===== config.mk =====
export PLATFORM = sky130hd
export DESIGN_NAME = ebl_bus_pins
export DESIGN_NICKNAME = d
export VERILOG_FILES = /design/src/design/ebl_pkg.sv /design/src/design/ebl_lane_steer.sv /design/src/design/ebl_bus_pins.sv
export VERILOG_INCLUDE_DIRS = /design/src /design/src/design
export SDC_FILE = /design/constraint.sdc
export NUM_CORES = 1
export LEC_CHECK = 0
export ABC_AREA = 0
export BUFFER_PORTS_ARGS = -buffer_cell sky130_fd_sc_hd__buf_2
export CORE_MARGIN = 2
export CORE_UTILIZATION = 40
export CTS_BUF_LIST = sky130_fd_sc_hd__clkbuf_4 sky130_fd_sc_hd__clkbuf_8 sky130_fd_sc_hd__clkbuf_16
export DETAILED_ROUTE_END_ITERATION = 6
export GPL_ROUTABILITY_DRIVEN = 0
export PLACE_DENSITY = 0.71
export SLEW_MARGIN = 20
export SYNTH_ARGS = -nofsm -noshare
export SYNTH_HDL_FRONTEND = slang
export SYNTH_SLANG_ARGS = --single-unit
export TNS_END_PERCENT = 50

===== constraint.sdc =====
create_clock -name clock -period 2.7 [get_ports clock]
set_input_delay 0.135 -clock clock [delete_from_list [all_inputs] [get_ports clock]]
set_output_delay 0.135 -clock clock [all_outputs]
set_load 0.01 [all_outputs]

===== src/design/ebl_consts.svh =====
`ifndef EBL_CONSTS_SVH
`define EBL_CONSTS_SVH
// ----------------------------------------
// Address split and bus widths
// ----------------------------------------
`define EBL_ADDR_W      26
`define EBL_PIN_ADDR_W  13
`define EBL_LO_MSB      12
`define EBL_HI_LSB      13
`define EBL_HI_MSB      25
`define EBL_DATA_W      32
// ----------------------------------------
// Cycle timing in bus clocks
// ----------------------------------------
`define EBL_ALE_CYC     4'h2
`define EBL_GAP_CYC     4'h1
`define EBL_TURN_CYC    4'h1
`define EBL_STROBE_CYC  4'h3
// ----------------------------------------
// Reset values
// ----------------------------------------
`define EBL_DATA_RST    32'h0000_0000
`endif


===== src/design/ebl_pkg.sv =====
package ebl_pkg;
  // Kind of device behind the access
  typedef enum logic [2:0] {
    EBL_PORT_STATIC32 = 3'h0,
    EBL_PORT_STATIC16 = 3'h1,
    EBL_PORT_DRAM16   = 3'h2,
    EBL_PORT_SDRAM16  = 3'h3,
    EBL_PORT_SDRAM8   = 3'h4,
    EBL_PORT_INTERNAL = 3'h5
  } ebl_port_t;

  // Select space that decoded the access
  typedef enum logic [1:0] {
    EBL_SP_MEM  = 2'h0,
    EBL_SP_GEN  = 2'h1,
    EBL_SP_CARD = 2'h2,
    EBL_SP_NONE = 2'h3
  } ebl_space_t;

  // One request from the bus interface
  typedef struct packed {
    logic        write;
    ebl_port_t   port;
    ebl_space_t  space;
    logic [1:0]  sel;
    logic        card_attr;
    logic [25:0] addr;
    logic [3:0]  be;
    logic [31:0] wdata;
    logic [12:0] row;
    logic [12:0] col;
  } ebl_req_t;

  // Pin bundle driven out
  typedef struct packed {
    logic [12:0] addr;
    logic        ale;
    logic        rd_n;
    logic        we_n;
    logic [3:0]  cbs_n;
    logic [3:0]  msel_n;
    logic [3:0]  gsel_n;
    logic        card1_n;
    logic        card2_n;
    logic        reg_n;
    logic [31:0] dout;
    logic        doe_n;
  } ebl_pins_t;
endpackage


===== src/design/ebl_lane_steer.sv =====
`timescale 1ns/1ps
`default_nettype none
`include "ebl_consts.svh"
module ebl_lane_steer
  import ebl_pkg::*;
(
  input  wire logic        big_endian,  // Sampled byte order
  input  wire ebl_port_t   port,        // Port kind
  input  wire logic [1:0]  low_addr,    // Byte address bits
  input  wire logic [3:0]  be_in,       // Logical byte enables
  input  wire logic [31:0] data_in,     // Logical write data
  input  wire logic [31:0] pin_data,    // Data from pins
  output logic      [3:0]  be_out,      // Pin lane enables
  output logic      [31:0] data_out,    // Pin lane data
  output logic      [31:0] rdata        // Logical read data
);
  // ----------------------------------------
  // Helpers
  // ----------------------------------------
  function automatic logic [31:0] swap32(input logic [31:0] v);
    swap32 = {v[7:0], v[15:8], v[23:16], v[31:24]};
  endfunction
  function automatic logic [3:0] swap4(input logic [3:0] v);
    swap4 = {v[0], v[1], v[2], v[3]};
  endfunction

  // Mirror lanes for big endian
  wire logic [31:0] ord_data = big_endian ? swap32(data_in) : data_in;      // [RL2]
  wire logic [3:0]  ord_be   = big_endian ? swap4(be_in) : be_in;          // [RL2]
  wire logic        hi_half  = low_addr[1] ^ big_endian;
  wire logic [15:0] half_w   = hi_half ? ord_data[31:16] : ord_data[15:0];
  wire logic [1:0]  half_be  = hi_half ? ord_be[3:2] : ord_be[1:0];
  wire logic [1:0]  byte_sel = low_addr ^ {big_endian, big_endian};
  wire logic [7:0]  byte_w   = ord_data[8*byte_sel +: 8];
  wire logic        byte_be  = ord_be[byte_sel];
  logic      [31:0] rd_ord;

  // Place data on lanes by port width; narrow ports zero unused write lanes and repeat their read lanes
  always_comb begin
    data_out = ord_data;
    be_out   = ord_be;
    rd_ord   = pin_data;
    case (port)
      EBL_PORT_SDRAM8: begin                                              // [RL7]
        data_out = {24'h00_0000, byte_w};
        be_out   = {3'h0, byte_be};
        rd_ord   = {4{pin_data[7:0]}};
      end
      EBL_PORT_DRAM16, EBL_PORT_SDRAM16: begin                            // [RL7]
        data_out = {16'h0000, half_w};
        be_out   = {2'h0, half_be};
        rd_ord   = {2{pin_data[15:0]}};
      end
      EBL_PORT_STATIC16: begin                                            // [RL7]
        data_out = {half_w, 16'h0000};
        be_out   = {half_be, 2'h0};
        rd_ord   = {2{pin_data[31:16]}};
      end
      default: begin
        data_out = ord_data;                                              // [RL7]
        be_out   = ord_be;
        rd_ord   = pin_data;
      end
    endcase
  end
  assign rdata = big_endian ? swap32(rd_ord) : rd_ord;                     // [RL2]
endmodule // ebl_lane_steer
`default_nettype wire


===== src/design/ebl_bus_pins.sv =====
`timescale 1ns/1ps
`default_nettype none
`include "ebl_consts.svh"
// Operation
// [RL1] Sample endian pin once after reset
// [RL2] Big endian mirrors byte lanes and strobes
// [RL3] DRAM row then column on 13 lines
// [RL4] Static: drive upper bits, pulse latch enable
// [RL5] Then hold low bits until cycle end
// [RL6] Drive data bus except during reads
// [RL7] Lane placement follows port width
// [RL8] Read strobe for all static select spaces
// [RL9] Debug option shows internal reads too
// [RL10] Write strobe for selects and DRAM/SDRAM
// [RL11] Column strobes act as byte write enables
// [RL12] Each general select is 32 or 16 bit
// [RL13] Latch pulse ends before any strobe
module ebl_bus_pins
  import ebl_pkg::*;
(
  input  wire logic        clock,                      // 50 MHz bus clock
  input  wire logic        rstn,                       // Async reset, active low
  input  wire logic        endian_select_pin,          // Low selects big endian
  input  wire logic        internal_cycle_visibility,  // Debug: show own reads
  input  wire logic [3:0]  gen_sel_is16,               // Per general select width
  input  wire logic        req_valid,                  // Request present
  input  wire ebl_req_t    req,                        // Request contents
  input  wire logic [31:0] data_in,                    // Data bus input side
  output logic             req_ready,                  // Idle, may take request
  output logic             done,                       // Access finished pulse
  output logic      [31:0] rdata,                      // Read data, valid with done
  output logic             big_endian,                 // Sampled byte order
  output ebl_pins_t        pins                        // Pin bundle
);
  // ----------------------------------------
  // Endian strap capture
  // ----------------------------------------
  typedef enum logic [2:0] {
    ST_IDLE  = 3'h0,
    ST_ALE   = 3'h1,
    ST_GAP   = 3'h2,
    ST_ROW   = 3'h3,
    ST_STRB  = 3'h4,
    ST_TURN  = 3'h5
  } ebl_state_t;

  logic [1:0] strap_q;
  logic [1:0] fill_q;
  logic       strap_done_q;
  logic       big_q;

  // Two stage sync, then one capture once both stages hold the pin;
  // capturing earlier would take the reset value of the synchroniser
  always_ff @(posedge clock or negedge rstn) begin
    if (!rstn) begin
      strap_q      <= 2'h3;
      fill_q       <= 2'h0;
      strap_done_q <= 1'b0;
      big_q        <= 1'b0;
    end else begin
      strap_q <= {strap_q[0], endian_select_pin};
      fill_q  <= {fill_q[0], 1'b1};
      if (!strap_done_q && fill_q[1]) begin                               // [RL1]
        strap_done_q <= 1'b1;
        big_q        <= ~strap_q[1];
      end
    end
  end

  // ----------------------------------------
  // Access sequencer
  // ----------------------------------------
  ebl_state_t state_q, state_d;
  logic [3:0] cnt_q, cnt_d;
  ebl_req_t   cur_q;
  logic       live_q;
  logic [31:0] rdata_q;
  logic       done_q;
  logic       ready_q;
  ebl_pins_t  pins_q, pins_d;

  wire logic [3:0]  lane_be;
  wire logic [31:0] lane_dout;
  wire logic [31:0] lane_rdata;

  ebl_lane_steer u_lane (
    .big_endian (big_q),
    .port       (cur_q.port),
    .low_addr   (cur_q.addr[1:0]),
    .be_in      (cur_q.be),
    .data_in    (cur_q.wdata),
    .pin_data   (data_in),
    .be_out     (lane_be),
    .data_out   (lane_dout),
    .rdata      (lane_rdata)
  );

  // Decode of the request held in cur_q
  wire logic is_dram   = (cur_q.port == EBL_PORT_DRAM16) ||
                         (cur_q.port == EBL_PORT_SDRAM16) ||
                         (cur_q.port == EBL_PORT_SDRAM8);
  wire logic is_int    = (cur_q.port == EBL_PORT_INTERNAL);
  wire logic sel_space = (cur_q.space != EBL_SP_NONE);
  wire logic rd_show   = !cur_q.write &&
                         ((sel_space && !is_dram) ||                      // [RL8]
                          (is_int && internal_cycle_visibility));         // [RL9]
  wire logic wr_show   = cur_q.write && !is_int && (sel_space || is_dram); // [RL10]
  // General selects of 16-bit width are steered as 16-bit static ports
  wire logic gen16     = (req.space == EBL_SP_GEN) && gen_sel_is16[req.sel]; // [RL12]
  wire ebl_req_t req_fix = gen16 ? ebl_req_t'{write: req.write, port: EBL_PORT_STATIC16,
                                     space: req.space, sel: req.sel,
                                     card_attr: req.card_attr, addr: req.addr,
                                     be: req.be, wdata: req.wdata,
                                     row: req.row, col: req.col} : req;
  wire logic [3:0] sel_dec = 4'h1 << cur_q.sel;

  // Next state and pin values
  always_comb begin
    state_d = state_q;
    cnt_d   = cnt_q;
    pins_d  = pins_q;
    case (state_q)
      ST_IDLE: begin
        pins_d.ale   = 1'b0;
        pins_d.rd_n  = 1'b1;
        pins_d.we_n  = 1'b1;
        pins_d.cbs_n = 4'hF;
        pins_d.doe_n = 1'b0;                                              // [RL6]
        if (live_q && is_dram) begin
          pins_d.addr = cur_q.row;                                        // [RL3]
          state_d     = ST_ROW;
          cnt_d       = `EBL_GAP_CYC;
        end else if (live_q) begin
          pins_d.addr = cur_q.addr[`EBL_HI_MSB:`EBL_HI_LSB];              // [RL4]
          pins_d.ale  = 1'b1;                                             // [RL4]
          state_d     = ST_ALE;
          cnt_d       = `EBL_ALE_CYC;
        end
      end
      ST_ALE: begin
        cnt_d = cnt_q - 4'h1;
        if (cnt_q == 4'h1) begin
          pins_d.ale  = 1'b0;                                             // [RL13]
          pins_d.addr = cur_q.addr[`EBL_LO_MSB:0];                        // [RL5]
          state_d     = ST_GAP;
          cnt_d       = `EBL_GAP_CYC;
        end
      end
      ST_GAP, ST_ROW: begin
        cnt_d = cnt_q - 4'h1;
        if (cnt_q == 4'h1) begin
          if (state_q == ST_ROW) pins_d.addr = cur_q.col;                 // [RL3]
          pins_d.rd_n  = ~rd_show;                                        // [RL8] [RL9]
          pins_d.we_n  = ~wr_show;                                        // [RL10]
          pins_d.cbs_n = cur_q.write ? ~lane_be : 4'hF;                   // [RL11] [RL2]
          pins_d.dout  = lane_dout;
          pins_d.doe_n = ~cur_q.write;                                    // [RL6]
          state_d      = ST_STRB;
          cnt_d        = `EBL_STROBE_CYC;
        end
      end
      ST_STRB: begin
        cnt_d = cnt_q - 4'h1;
        if (cnt_q == 4'h1) begin
          pins_d.rd_n  = 1'b1;
          pins_d.we_n  = 1'b1;
          pins_d.cbs_n = 4'hF;
          state_d      = ST_TURN;
          cnt_d        = `EBL_TURN_CYC;
        end
      end
      ST_TURN: begin
        cnt_d = cnt_q - 4'h1;
        if (cnt_q == 4'h1) begin
          pins_d.doe_n = 1'b0;                                            // [RL6]
          pins_d.msel_n = 4'hF;
          pins_d.gsel_n = 4'hF;
          pins_d.card1_n = 1'b1;
          pins_d.card2_n = 1'b1;
          pins_d.reg_n   = 1'b1;
          state_d      = ST_IDLE;
        end
      end
      default: state_d = ST_IDLE;
    endcase
    if (state_q == ST_IDLE && live_q) begin
      pins_d.msel_n  = (cur_q.space == EBL_SP_MEM) ? ~sel_dec : 4'hF;
      pins_d.gsel_n  = (cur_q.space == EBL_SP_GEN) ? ~sel_dec : 4'hF;
      pins_d.card1_n = !((cur_q.space == EBL_SP_CARD) && !cur_q.sel[0]);
      pins_d.card2_n = !((cur_q.space == EBL_SP_CARD) && cur_q.sel[0]);
      pins_d.reg_n   = !((cur_q.space == EBL_SP_CARD) && cur_q.card_attr);
    end
  end

  // Take only on ready, so a request held across done is not taken twice
  wire logic take   = req_valid && ready_q;
  wire logic finish = (state_q == ST_TURN) && (cnt_q == 4'h1);
  wire logic sample = (state_q == ST_STRB) && (cnt_q == 4'h1);

  // Request capture and completion
  always_ff @(posedge clock or negedge rstn) begin
    if (!rstn) begin
      live_q  <= 1'b0;
      cur_q   <= '0;
      done_q  <= 1'b0;
      rdata_q <= `EBL_DATA_RST;
    end else begin
      done_q <= finish;
      if (take) cur_q <= req_fix;
      if (take) live_q <= 1'b1;
      else if (finish) live_q <= 1'b0;
      if (sample && !cur_q.write) rdata_q <= lane_rdata;
    end
  end

  // Pin and state registers; pins come straight from flops
  always_ff @(posedge clock or negedge rstn) begin
    if (!rstn) begin
      state_q <= ST_IDLE;
      cnt_q   <= 4'h0;
      pins_q  <= '{addr: 13'h0000, ale: 1'b0, rd_n: 1'b1, we_n: 1'b1,
                   cbs_n: 4'hF, msel_n: 4'hF, gsel_n: 4'hF, card1_n: 1'b1,
                   card2_n: 1'b1, reg_n: 1'b1, dout: 32'h0000_0000, doe_n: 1'b0};
    end else begin
      state_q <= state_d;
      cnt_q   <= cnt_d;
      pins_q  <= pins_d;
    end
  end

  // Ready is held low while an access is live or before the strap is taken
  always_ff @(posedge clock or negedge rstn) begin
    if (!rstn) ready_q <= 1'b0;
    else       ready_q <= strap_done_q && !live_q && !take && !finish;
  end

  assign req_ready  = ready_q;
  assign done       = done_q;
  assign rdata      = rdata_q;
  assign big_endian = big_q;
  assign pins       = pins_q;
endmodule // ebl_bus_pins
`default_nettype wire


==> flow_metrics.tcl, run 1 <==
set metrics [dict create \
    syn-num-nets 1105 \
    startpoint "cur_q[93]" \
    seq_power_share_pct 35.2 \
    synthTopCellsByCount "dfrtp_1, mux2_2, mux2i_1" \
    synth_seq_cells 209 \
    period_share_pct 92.2 \
    synth_area_um2 10800 \
    vias 9279 \
    crit_chain "or3b_2 > nand2_1 > mux2i_1 > dlygate4sd3_1 > o221ai_2" \
    drv_cap 0 \
    cts_tree "built" \
    drt_iter0_markers 706 \
    ios 237 \
    cpMaxStageDelayCell "dlygate4sd3_1" \
    ant_nets 0 \
    ys_seq_area_share_pct 48.5 \
    clock_sink_count 209 \
    final-seq-area_um2 5260 \
    finalSetupViolations 0 \
    dr.pass1.iters 5 \
    slew_viol_final 0 \
    use_met3_pct 4.02 \
    critPathKind "reg -> reg" \
    synthCells 965 \
    core_area_um2 26800 \
    htree_levels 1 \
    fmax_mhz 402 \
    postSynthAreaPerCell_um2 11.2 \
    synth_edf_count 0 \
    die_width_um 169 \
    power_frac_comb_pct 45.0 \
    die_h_um 169 \
    cts_made_buffers 25 \
    critical-path-max-stage-delay_ps 600 \
    power_density_nw_per_um2 1170 \
    timing.rr.end "rdata[23]" \
    grt_pass1_wl_um 52200 \
    grt_max_degree 83 \
    clock_latency_ps 520 \
    p_sw_share_pct 38.9 \
    hold_path_class "in -> reg" \
    netlist.area_leader.share_pct 43.9 \
    required_ps 3070 \
    routed_wl_um 33100 \
    critPathBufInv 1 \
    clkPwrFrac_pct 19.8 \
    multi_input_area_um2 5170 \
    wl_per_cell_um 20.1 \
    r2r_setup_slack_ps 210 \
    timing.rr.start "cur_q[93]" \
    p_int_mw 10.2 \
    cp_top_family "simple AND/OR/NAND/NOR gates" \
    final_net_count 1429 \
    arrival_ps 2860 \
    synthTopCellsByArea "dfrtp_1, mux2_2, mux2i_1" \
    endpoint_kind "flip-flop" \
    hold_violations 0 \
    grt_use_total_pct 22.9 \
    synthArstFlopShare_pct 100 \
    clockRootBuffer "clkbuf_16" \
    grt_util_met1_pct 30.1 \
    synth_cell_types 67 \
    met2_usage_pct 38.0 \
    cts-resized-gates 0 \
    synth_ff_type "dfrtp_1" \
    ys_warn_count 0 \
    power.total_mw 16.8 \
    grt_busiest_layer "met2" \
    r2r_cells 5 \
    post_cts_buffers 0 \
    yosysMostFrequentCell "dfrtp_1" \
    grt_pass1_vias 9560 \
    finalSetupTns_ps 0 \
    period_minus_slack_ps 2490 \
    fillers 2296 \
    crit_cells 5 \
    slew_headroom_pct 52.3 \
    overflow 0 \
    via_per_inst 5.62 \
    rows 60 \
    path_clk_slew_ps 60 \
    dp_hpwl_um 22500 \
    clock-skew-final_ps 21.5 \
    ir_worst_vdd_v 0.000802 \
    crit_path_max_fanout 10 \
    critPathLaunchType "flip-flop" \
    p_leak_nw 6.33 \
    antenna_found_initial 2 \
    grt_setup_unrepaired "false" \
    cp-endpoint "rdata[23]" \
    status "finished clean" \
    cts_buffer_depth 3 \
    die-area_um2 28400 \
    drc_errors 0 \
    start_util_pct 40.4 \
    drive_gt1_share_pct 38.5 \
    cts_hold_buf 106 \
    worst_pin_slew_ps 715 \
    synth.largest_area_cell "dfrtp_1" \
    area_growth_pct 32.2 \
    io_buffers 236 \
    switching_power_mw 6.53 \
]
==> metrics by stage <==
step	instances	area, um2	hold slack, ps	utilization, %	setup WS (ps)
final	1650	14300	19.1	53.4	211
after global routing	1650	14300	27.0	53.4	75.0
after detailed placement	1497	12400	246	46.4	295
after floorplan	965	10800	-161	-	575
after global placement	1497	12400	233	46.4	377
after CTS	1648	14300	9.88	53.4	226
==> cell type report <==
| cell class | instances | share of cell area, % |
|---|---|---|
| well taps | 341 | 2.98 |
| multi-input cells | 659 | 36.1 |
| clock buffers | 39 | 5.28 |
| clock inverters | 6 | 0.402 |
| diodes | 2 | 0.0350 |
| repair buffers | 376 | 17.9 |
| inverters | 18 | 0.472 |
| flip-flops and latches | 209 | 36.7 |
==> cells in the final DEF, fill, tap and decap left out, types with 7 or more instances in the layout <==
cell	instances
a21o_1	16
a21oi_1	40
a221oi_1	8
a22oi_1	11
a2bb2oi_1	11
buf_2	235
buf_4	29
clkbuf_16	25
clkbuf_4	10
dfrtp_1	189
dfstp_2	19
dlygate4sd3_1	106
inv_1	16
mux2_2	121
mux2i_1	62
nand2_1	60
nand3_1	17
nor2_1	23
nor2b_1	11
nor3_1	13
o21a_1	32
o21ai_0	55
o21ai_1	7
o21ai_2	8
o21ba_2	8
o21bai_1	7
o221ai_1	41
o22a_1	19
==> power groups by stage <==
| stage | Clock [mW] | Combinational (mW) | Sequential (mW) |
|---|---|---|---|
| final | 3.31 | 7.55 | 5.90 |
| after global placement | 0 | 7.17 | 5.86 |
| after CTS | 3.39 | 7.52 | 5.87 |
| after floorplan | 0 | 4.84 | 5.84 |
| after global routing | 3.52 | 8.26 | 6.09 |
| after detailed placement | 0 | 7.35 | 5.91 |
==> metal layers <==
metal / vias to the layer above / part of all wire (%) / routed length (um)
li1: 4269 / - / -
met1: 4552 / 43 / 14100
met2: 384 / 48 / 15700
met3: 74 / 6.3 / 2080
met4: 0 / 3.7 / 1220
met5: - / 0 / 0
==> flip-flops by register name, summed over array words and instances (netlist names) <==
| register | flops |
|---|---|
| pins | 64 |
| fill_q | 2 |
| strap_done_q | 1 |
| live_q | 1 |
| done | 1 |
| req_ready | 1 |
| big_endian | 1 |
| cnt_q | 4 |
| strap_q | 2 |
| cur_q | 97 |
| state_q | 3 |
| rdata | 32 |
==> worst reg2reg max path: stages, from the launching register on <==
cell           delay, ps
dfrtp_1              470
or3b_2               500
nand2_1              410
mux2i_1              290
dlygate4sd3_1        600
o221ai_2              90
==> worst min-delay path by stage <==
stage	startpoint	end	depth (start not counted)	slack [ps]
floorplan	rstn	big_endian	0	-160
global placement	rstn	pins[25]	1	230
detailed placement	rstn	rdata[5]	1	250
CTS	data_in[18]	rdata[18]	3	10
global route	data_in[18]	rdata[18]	3	30
finish	data_in[18]	rdata[18]	3	20
==> cell families (layout without fill, tap and decap cells) <==
family          after synthesis  in the layout  synth area share (%)
other cells                   1              3                0.0346
fa+ha+maj                     2              2                 0.231
xor+xnor                      3              3                 0.243
buf+inv                      97            439                  3.93
simple gates                163            163                  7.63
mux                         185            185                  18.7
compound gates              305            305                  20.7
flops                       209            209                  48.5
Power figures use the tool's default switching activity.
==> inputs of run 2 (changes only) <==
--- a/config.mk
+++ b/config.mk
@@ -7,13 +7,13 @@
 export NUM_CORES = 1
 export LEC_CHECK = 0
 export ABC_AREA = 0
-export BUFFER_PORTS_ARGS = -buffer_cell sky130_fd_sc_hd__buf_2
 export CORE_MARGIN = 2
 export CORE_UTILIZATION = 40
 export CTS_BUF_LIST = sky130_fd_sc_hd__clkbuf_4 sky130_fd_sc_hd__clkbuf_8 sky130_fd_sc_hd__clkbuf_16
 export DETAILED_ROUTE_END_ITERATION = 6
+export DONT_BUFFER_PORTS = 1
 export GPL_ROUTABILITY_DRIVEN = 0
-export PLACE_DENSITY = 0.71
+export PLACE_DENSITY = 0.63
 export SLEW_MARGIN = 20
 export SYNTH_ARGS = -nofsm -noshare
 export SYNTH_HDL_FRONTEND = slang
==> flow_metrics.tcl, run 2 (same netlist as run 1, synthesis figures left out) <==
set metrics [dict create \
    via_per_inst 5.91 \
    ant_nets 0 \
    met2_length_um 14500 \
    critPathKind "reg -> reg" \
    highest_layer "met4" \
    cts_hold_buf 119 \
    start_util_pct 40.4 \
    grt_pass1_wl_um 49100 \
    crit_chain "or3b_2 > nand2_1 > buf_4 > mux2i_1 > dlygate4sd3_1 > o221ai_1" \
    slew_headroom_pct 43.5 \
    wl_met1_um 13300 \
    routed_wl_um 31700 \
    antenna_found_initial 1 \
    critPathLaunchType "flip-flop" \
    finalSetupTns_ps 0 \
    drc_errors 0 \
    cts_tree "built" \
    cts_made_buffers 24 \
    power_density_nw_per_um2 1210 \
    ios 237 \
    regMostFlops "cur_q" \
    fillers 2386 \
    largest_reg_flops 97 \
    fmax_mhz 391 \
    die-area_um2 28400 \
    grt_pass1_vias 8504 \
    required_ps 3070 \
    core_area_um2 26800 \
    wl_met3_um 2880 \
    clock_latency_ps 520 \
    finalSetupViolations 0 \
    status "finished, violations left" \
    p_leak_nw 5.43 \
    cpMaxStageDelayCell "dlygate4sd3_1" \
    dr.pass1.iters 5 \
    worst_pin_slew_ps 848 \
    dp_hpwl_um 21100 \
    clock_sink_count 209 \
    grt_use_total_pct 21.8 \
    violations "negative hold slack" \
    layout_common_cells "dfrtp_1, mux2_2, dlygate4sd3_1, mux2i_1, nand2_1" \
    die_width_um 169 \
    vias 8393 \
    dp_slack_ps 281 \
    overflow 0 \
    grt_max_degree 210 \
    grt_setup_unrepaired "false" \
    period_minus_slack_ps 2550 \
    drive_gt1_share_pct 24.3 \
    crit_path_max_fanout 13 \
    final_cell_count_no_fill 1421 \
    placed_cell_area_um2 11200 \
    final_net_count 1202 \
    fin_ws_ps 146 \
    rows 60 \
    arrival_ps 2920 \
    drv_cap 0 \
    htree_levels 1 \
    io_buffers 0 \
    die_h_um 169 \
    finalInstanceArea_um2 13200 \
    cp_top_family "buffers and inverters" \
    slew_viol_final 0 \
    clock-skew-final_ps 14.6 \
    area_growth_pct 21.7 \
    mostFrequentLayoutCell "dfrtp_1" \
    critPathBufInv 2 \
    drt_iter0_markers 589 \
    ir_worst_vdd_v 0.000687 \
    clockRootBuffer "clkbuf_16" \
    path_clk_slew_ps 60 \
    endpoint_kind "flip-flop" \
    period_share_pct 94.6 \
    hold_violations 209 \
    cts_buffer_depth 3 \
    place_inst 1258 \
    critical-path-max-stage-delay_ps 630 \
    hold_path_class "in -> async" \
    worst_hold_slack_ps -688 \
    cts-resized-gates 0 \
    wl_per_cell_um 22.3 \
]
## run 2: changes by cell type in the layout (fill, tap and decap cells not counted)
cell / change
clkinvlp_4: +1
buf_12: -1
clkbuf_8: -3
dlygate4sd3_1: +13
buf_4: -2
diode_2: -1
clkinv_2: +2
clkbuf_4: -3
buf_2: -235
## run 2: path summary, 6_finish.rpt
path | slack (ps) | end | cells past startpoint | from
max | 150 | rdata[13] | 6 | cur_q[93]
min | -690 | pins[25] | 0 | rstn
max reg2reg | 150 | rdata[13] | 6 | cur_q[93]
min reg2reg | 360 | strap_q[1] | 0 | strap_q[0]
max in group asynchronous | 2980 | pins[49] | 0 | rstn
min in group clock | 10 | rdata[29] | 3 | data_in[5]
## run 2: final cells by class
| cell class | count | area, um2 | share of cell area, % |
|---|---|---|---|
| Timing Repair Buffer | 150 | 1470 | 11.2 |
| Sequential cell | 209 | 5260 | 39.9 |
| Inverter | 18 | 67.6 | 0.513 |
| Antenna cell | 1 | 2.50 | 0.0190 |
| Multi-Input combinational cell | 659 | 5170 | 39.2 |
| Clock buffer | 34 | 706 | 5.35 |
| Tap cell | 341 | 427 | 3.24 |
| Clock inverter | 9 | 75.1 | 0.570 |
## run 2: metrics by stage
stage,power [mW],utilization [%]
floorplan,10.7,-
global placement,12.4,41.8
detailed placement,12.5,41.8
CTS,16.0,49.2
global route,17.0,49.2
finish,16.0,49.2
## run 2: timing repair
| item | CTS | global route |
|---|---|---|
| hold endpoints to repair | 332 | 209 |
| endpoints found under the setup margin | 0 | 0 |
| setup buffers | 0 | 0 |
## run 2: where the power goes
| part | internal [mW] | leakage, nW | switching (mW) |
|---|---|---|---|
| logic | 3.05 | 2.59 | 3.25 |
| registers | 4.70 | 2.45 | 1.77 |
| clock network | 1.91 | 0.393 | 1.31 |
| total | 9.66 | 5.43 | 6.33 |
## run 2: per-layer routing
metal	vias up	global-route usage, %
met5	-	0
met4	0	5.88
met2	354	34.9
met3	57	6.48
met1	4175	28.8
li1	3807	-
==> inputs of run 3 (changes only) <==
--- a/config.mk
+++ b/config.mk
@@ -6,7 +6,7 @@
 export SDC_FILE = /design/constraint.sdc
 export NUM_CORES = 1
 export LEC_CHECK = 0
-export ABC_AREA = 0
+export ABC_AREA = 1
 export CORE_MARGIN = 2
 export CORE_UTILIZATION = 40
 export CTS_BUF_LIST = sky130_fd_sc_hd__clkbuf_4 sky130_fd_sc_hd__clkbuf_8 sky130_fd_sc_hd__clkbuf_16
==> flow_metrics.tcl, run 3 <==
set metrics [dict create \
    drc_errors 28 \
    timing.rr.start "cnt_q[1]" \
    grt_pass1_wl_um 52000 \
    period_minus_slack_ps 2370 \
    r2r_setup_slack_ps 330 \
    grt_pass1_vias 9797 \
    hold_path_class "in -> async" \
    wl_per_cell_um 16.8 \
    switching_power_mw 7.05 \
    synth.largest_area_cell "dfrtp_1" \
    final_net_count 1709 \
    clockRootBuffer "clkbuf_16" \
    crit_chain "inv_1 > ha_1 > nand3_1 > nor3_4 > buf_4 > buf_4 > nand3_1 > dlygate4sd3_1 > nand2_1" \
    synth_seq_cells 209 \
    critical-path-max-stage-delay_ps 590 \
    yosysMostFrequentCell "nand2_1" \
    required_ps 3170 \
    vias 9932 \
    routed_wl_um 32300 \
    worst_hold_slack_ps -694 \
    clkPwrFrac_pct 21.6 \
    regMostFlops "cur_q" \
    p_leak_nw 6.37 \
    grt_max_degree 210 \
    syn-num-nets 1583 \
    htree_levels 1 \
    die_h_um 167 \
    fmax_mhz 421 \
    cts-resized-gates 0 \
    period_share_pct 87.9 \
    clock-skew-final_ps 10.2 \
    via_per_inst 5.16 \
    io_buffers 0 \
    hold_violations 209 \
    overflow 0 \
    synthArstFlopShare_pct 100 \
    slew_headroom_pct 54.1 \
    ir_worst_vdd_v 0.000615 \
    antenna_found_initial 4 \
    p_sw_share_pct 43.7 \
    cts_buffer_depth 3 \
    critPathKind "reg -> reg" \
    power_density_nw_per_um2 1210 \
    synthCells 1443 \
    synth_edf_count 0 \
    cts_hold_buf 149 \
    grt_use_total_pct 22.9 \
    synth_ff_type "dfrtp_1" \
    crit_cells 9 \
    largest_reg_flops 97 \
    power_frac_comb_pct 41.2 \
    p_int_mw 9.08 \
    clock_sink_count 209 \
    clock_latency_ps 530 \
    postSynthAreaPerCell_um2 7.39 \
    die_width_um 167 \
    highest_layer "met4" \
    netlist.area_leader.share_pct 44.6 \
    place_inst 1725 \
    slew_viol_final 0 \
    synthTopCellsByArea "dfrtp_1, nand2_1, nand3_1" \
    synth_area_um2 10700 \
    drt_iter0_markers 788 \
    worst_pin_slew_ps 689 \
    finalSetupTns_ps 0 \
    synth_cell_types 35 \
    drv_cap 0 \
    mostFrequentLayoutCell "nand2_1" \
    critPathLaunchType "flip-flop" \
    violations "design-rule violations, negative hold slack" \
    die-area_um2 28000 \
    finalSetupViolations 0 \
    area_growth_pct 24.6 \
    crit_path_max_fanout 21 \
    dp_hpwl_um 21100 \
    rows 59 \
    layout_common_cells "nand2_1, dfrtp_1, dlygate4sd3_1, nand3_1, nor2_1" \
    status "finished, violations left" \
    cp-endpoint "rdata[20]" \
    ios 237 \
    dr.pass1.iters 7 \
    critPathBufInv 4 \
    timing.rr.end "rdata[20]" \
    final_cell_count_no_fill 1925 \
    ys_seq_area_share_pct 49.3 \
    drive_gt1_share_pct 8.26 \
    cts_tree "built" \
    core_area_um2 26100 \
    synthTopCellsByCount "nand2_1, dfrtp_1, nand3_1" \
    ys_warn_count 0 \
    arrival_ps 2840 \
    ant_nets 0 \
    grt_setup_unrepaired "false" \
    seq_power_share_pct 37.2 \
    endpoint_kind "flip-flop" \
    cp_top_family "buffers and inverters" \
    r2r_cells 9 \
    path_clk_slew_ps 60 \
    cpMaxStageDelayCell "dlygate4sd3_1" \
    met2_length_um 14700 \
    start_util_pct 40.8 \
    wl_met3_um 2540 \
    cts_made_buffers 25 \
    startpoint "cnt_q[1]" \
    wl_met1_um 13700 \
]
[run 3: area by class of cell]
cell class / count / area (um2)
multi-input cells: 1043 / 4580
well taps: 335 / 419
fillers: 2467 / 12900
clock buffers: 39 / 810
clock inverters: 5 / 60.1
inverters: 119 / 449
repair buffers: 171 / 1690
diodes: 4 / 10.0
flip-flops and latches: 209 / 5260
[run 3: repair_timing]
item	in CTS	in global routing
setup endpoints to repair	0	3
setup buffers	0	3
hold endpoints to repair	340	209
[run 3: worst reg2reg max path: cells and delay by family (launching register included)]
family                   cells  cell delay (ps)
buffers and inverters        4             1110
flip-flops                   1              390
AND/OR/NAND/NOR              4              670
adder cells (fa/ha/maj)      1              160
[run 3: cells by family after synthesis]
logic type | share of synthesized area, %
xor+xnor | 0.305
fa+ha+maj | 0.235
simple gates | 31.6
compound gates | 10.8
flops | 49.3
other cells | 0.0352
buf+inv | 7.76
[run 3: per-stage QoR]
stage                     total power [mW]  setup WS (ps)  area (um2)  util, %
after floorplan                       10.6           1140       10700        -
after global placement                12.1            676       10900     41.7
after detailed placement              12.3            557       10900     41.7
after CTS                             16.2            158       13200     50.7
after global routing                  17.5           64.5       13300     50.8
final                                 16.1            326       13300     50.8
[run 3: metal layers]
metal	GRT usage [%]	up-vias
met1	29.7	4613
met3	5.79	76
met4	8.96	0
met2	37.0	383
li1	-	4860
met5	0	-
[run 3: how the worst min path moves through the flow]
stage               from         end  slack, ps  depth (start not counted)
finish              rstn    pins[31]       -690                          0
global placement    rstn    pins[31]       -150                          0
CTS                 rstn        done       -710                          0
floorplan           rstn  big_endian       -160                          0
detailed placement  rstn    pins[31]       -150                          0
global route        rstn    rdata[8]       -720                          0
[run 3: power by group through the flow]
stage | Combinational [mW] | Sequential [mW] | Clock (mW)
global route | 7.59 | 6.18 | 3.68
finish | 6.64 | 6.00 | 3.49
CTS | 6.58 | 6.01 | 3.56
detailed placement | 6.21 | 6.05 | 0
global placement | 6.09 | 6.02 | 0
floorplan | 4.94 | 5.67 | 0
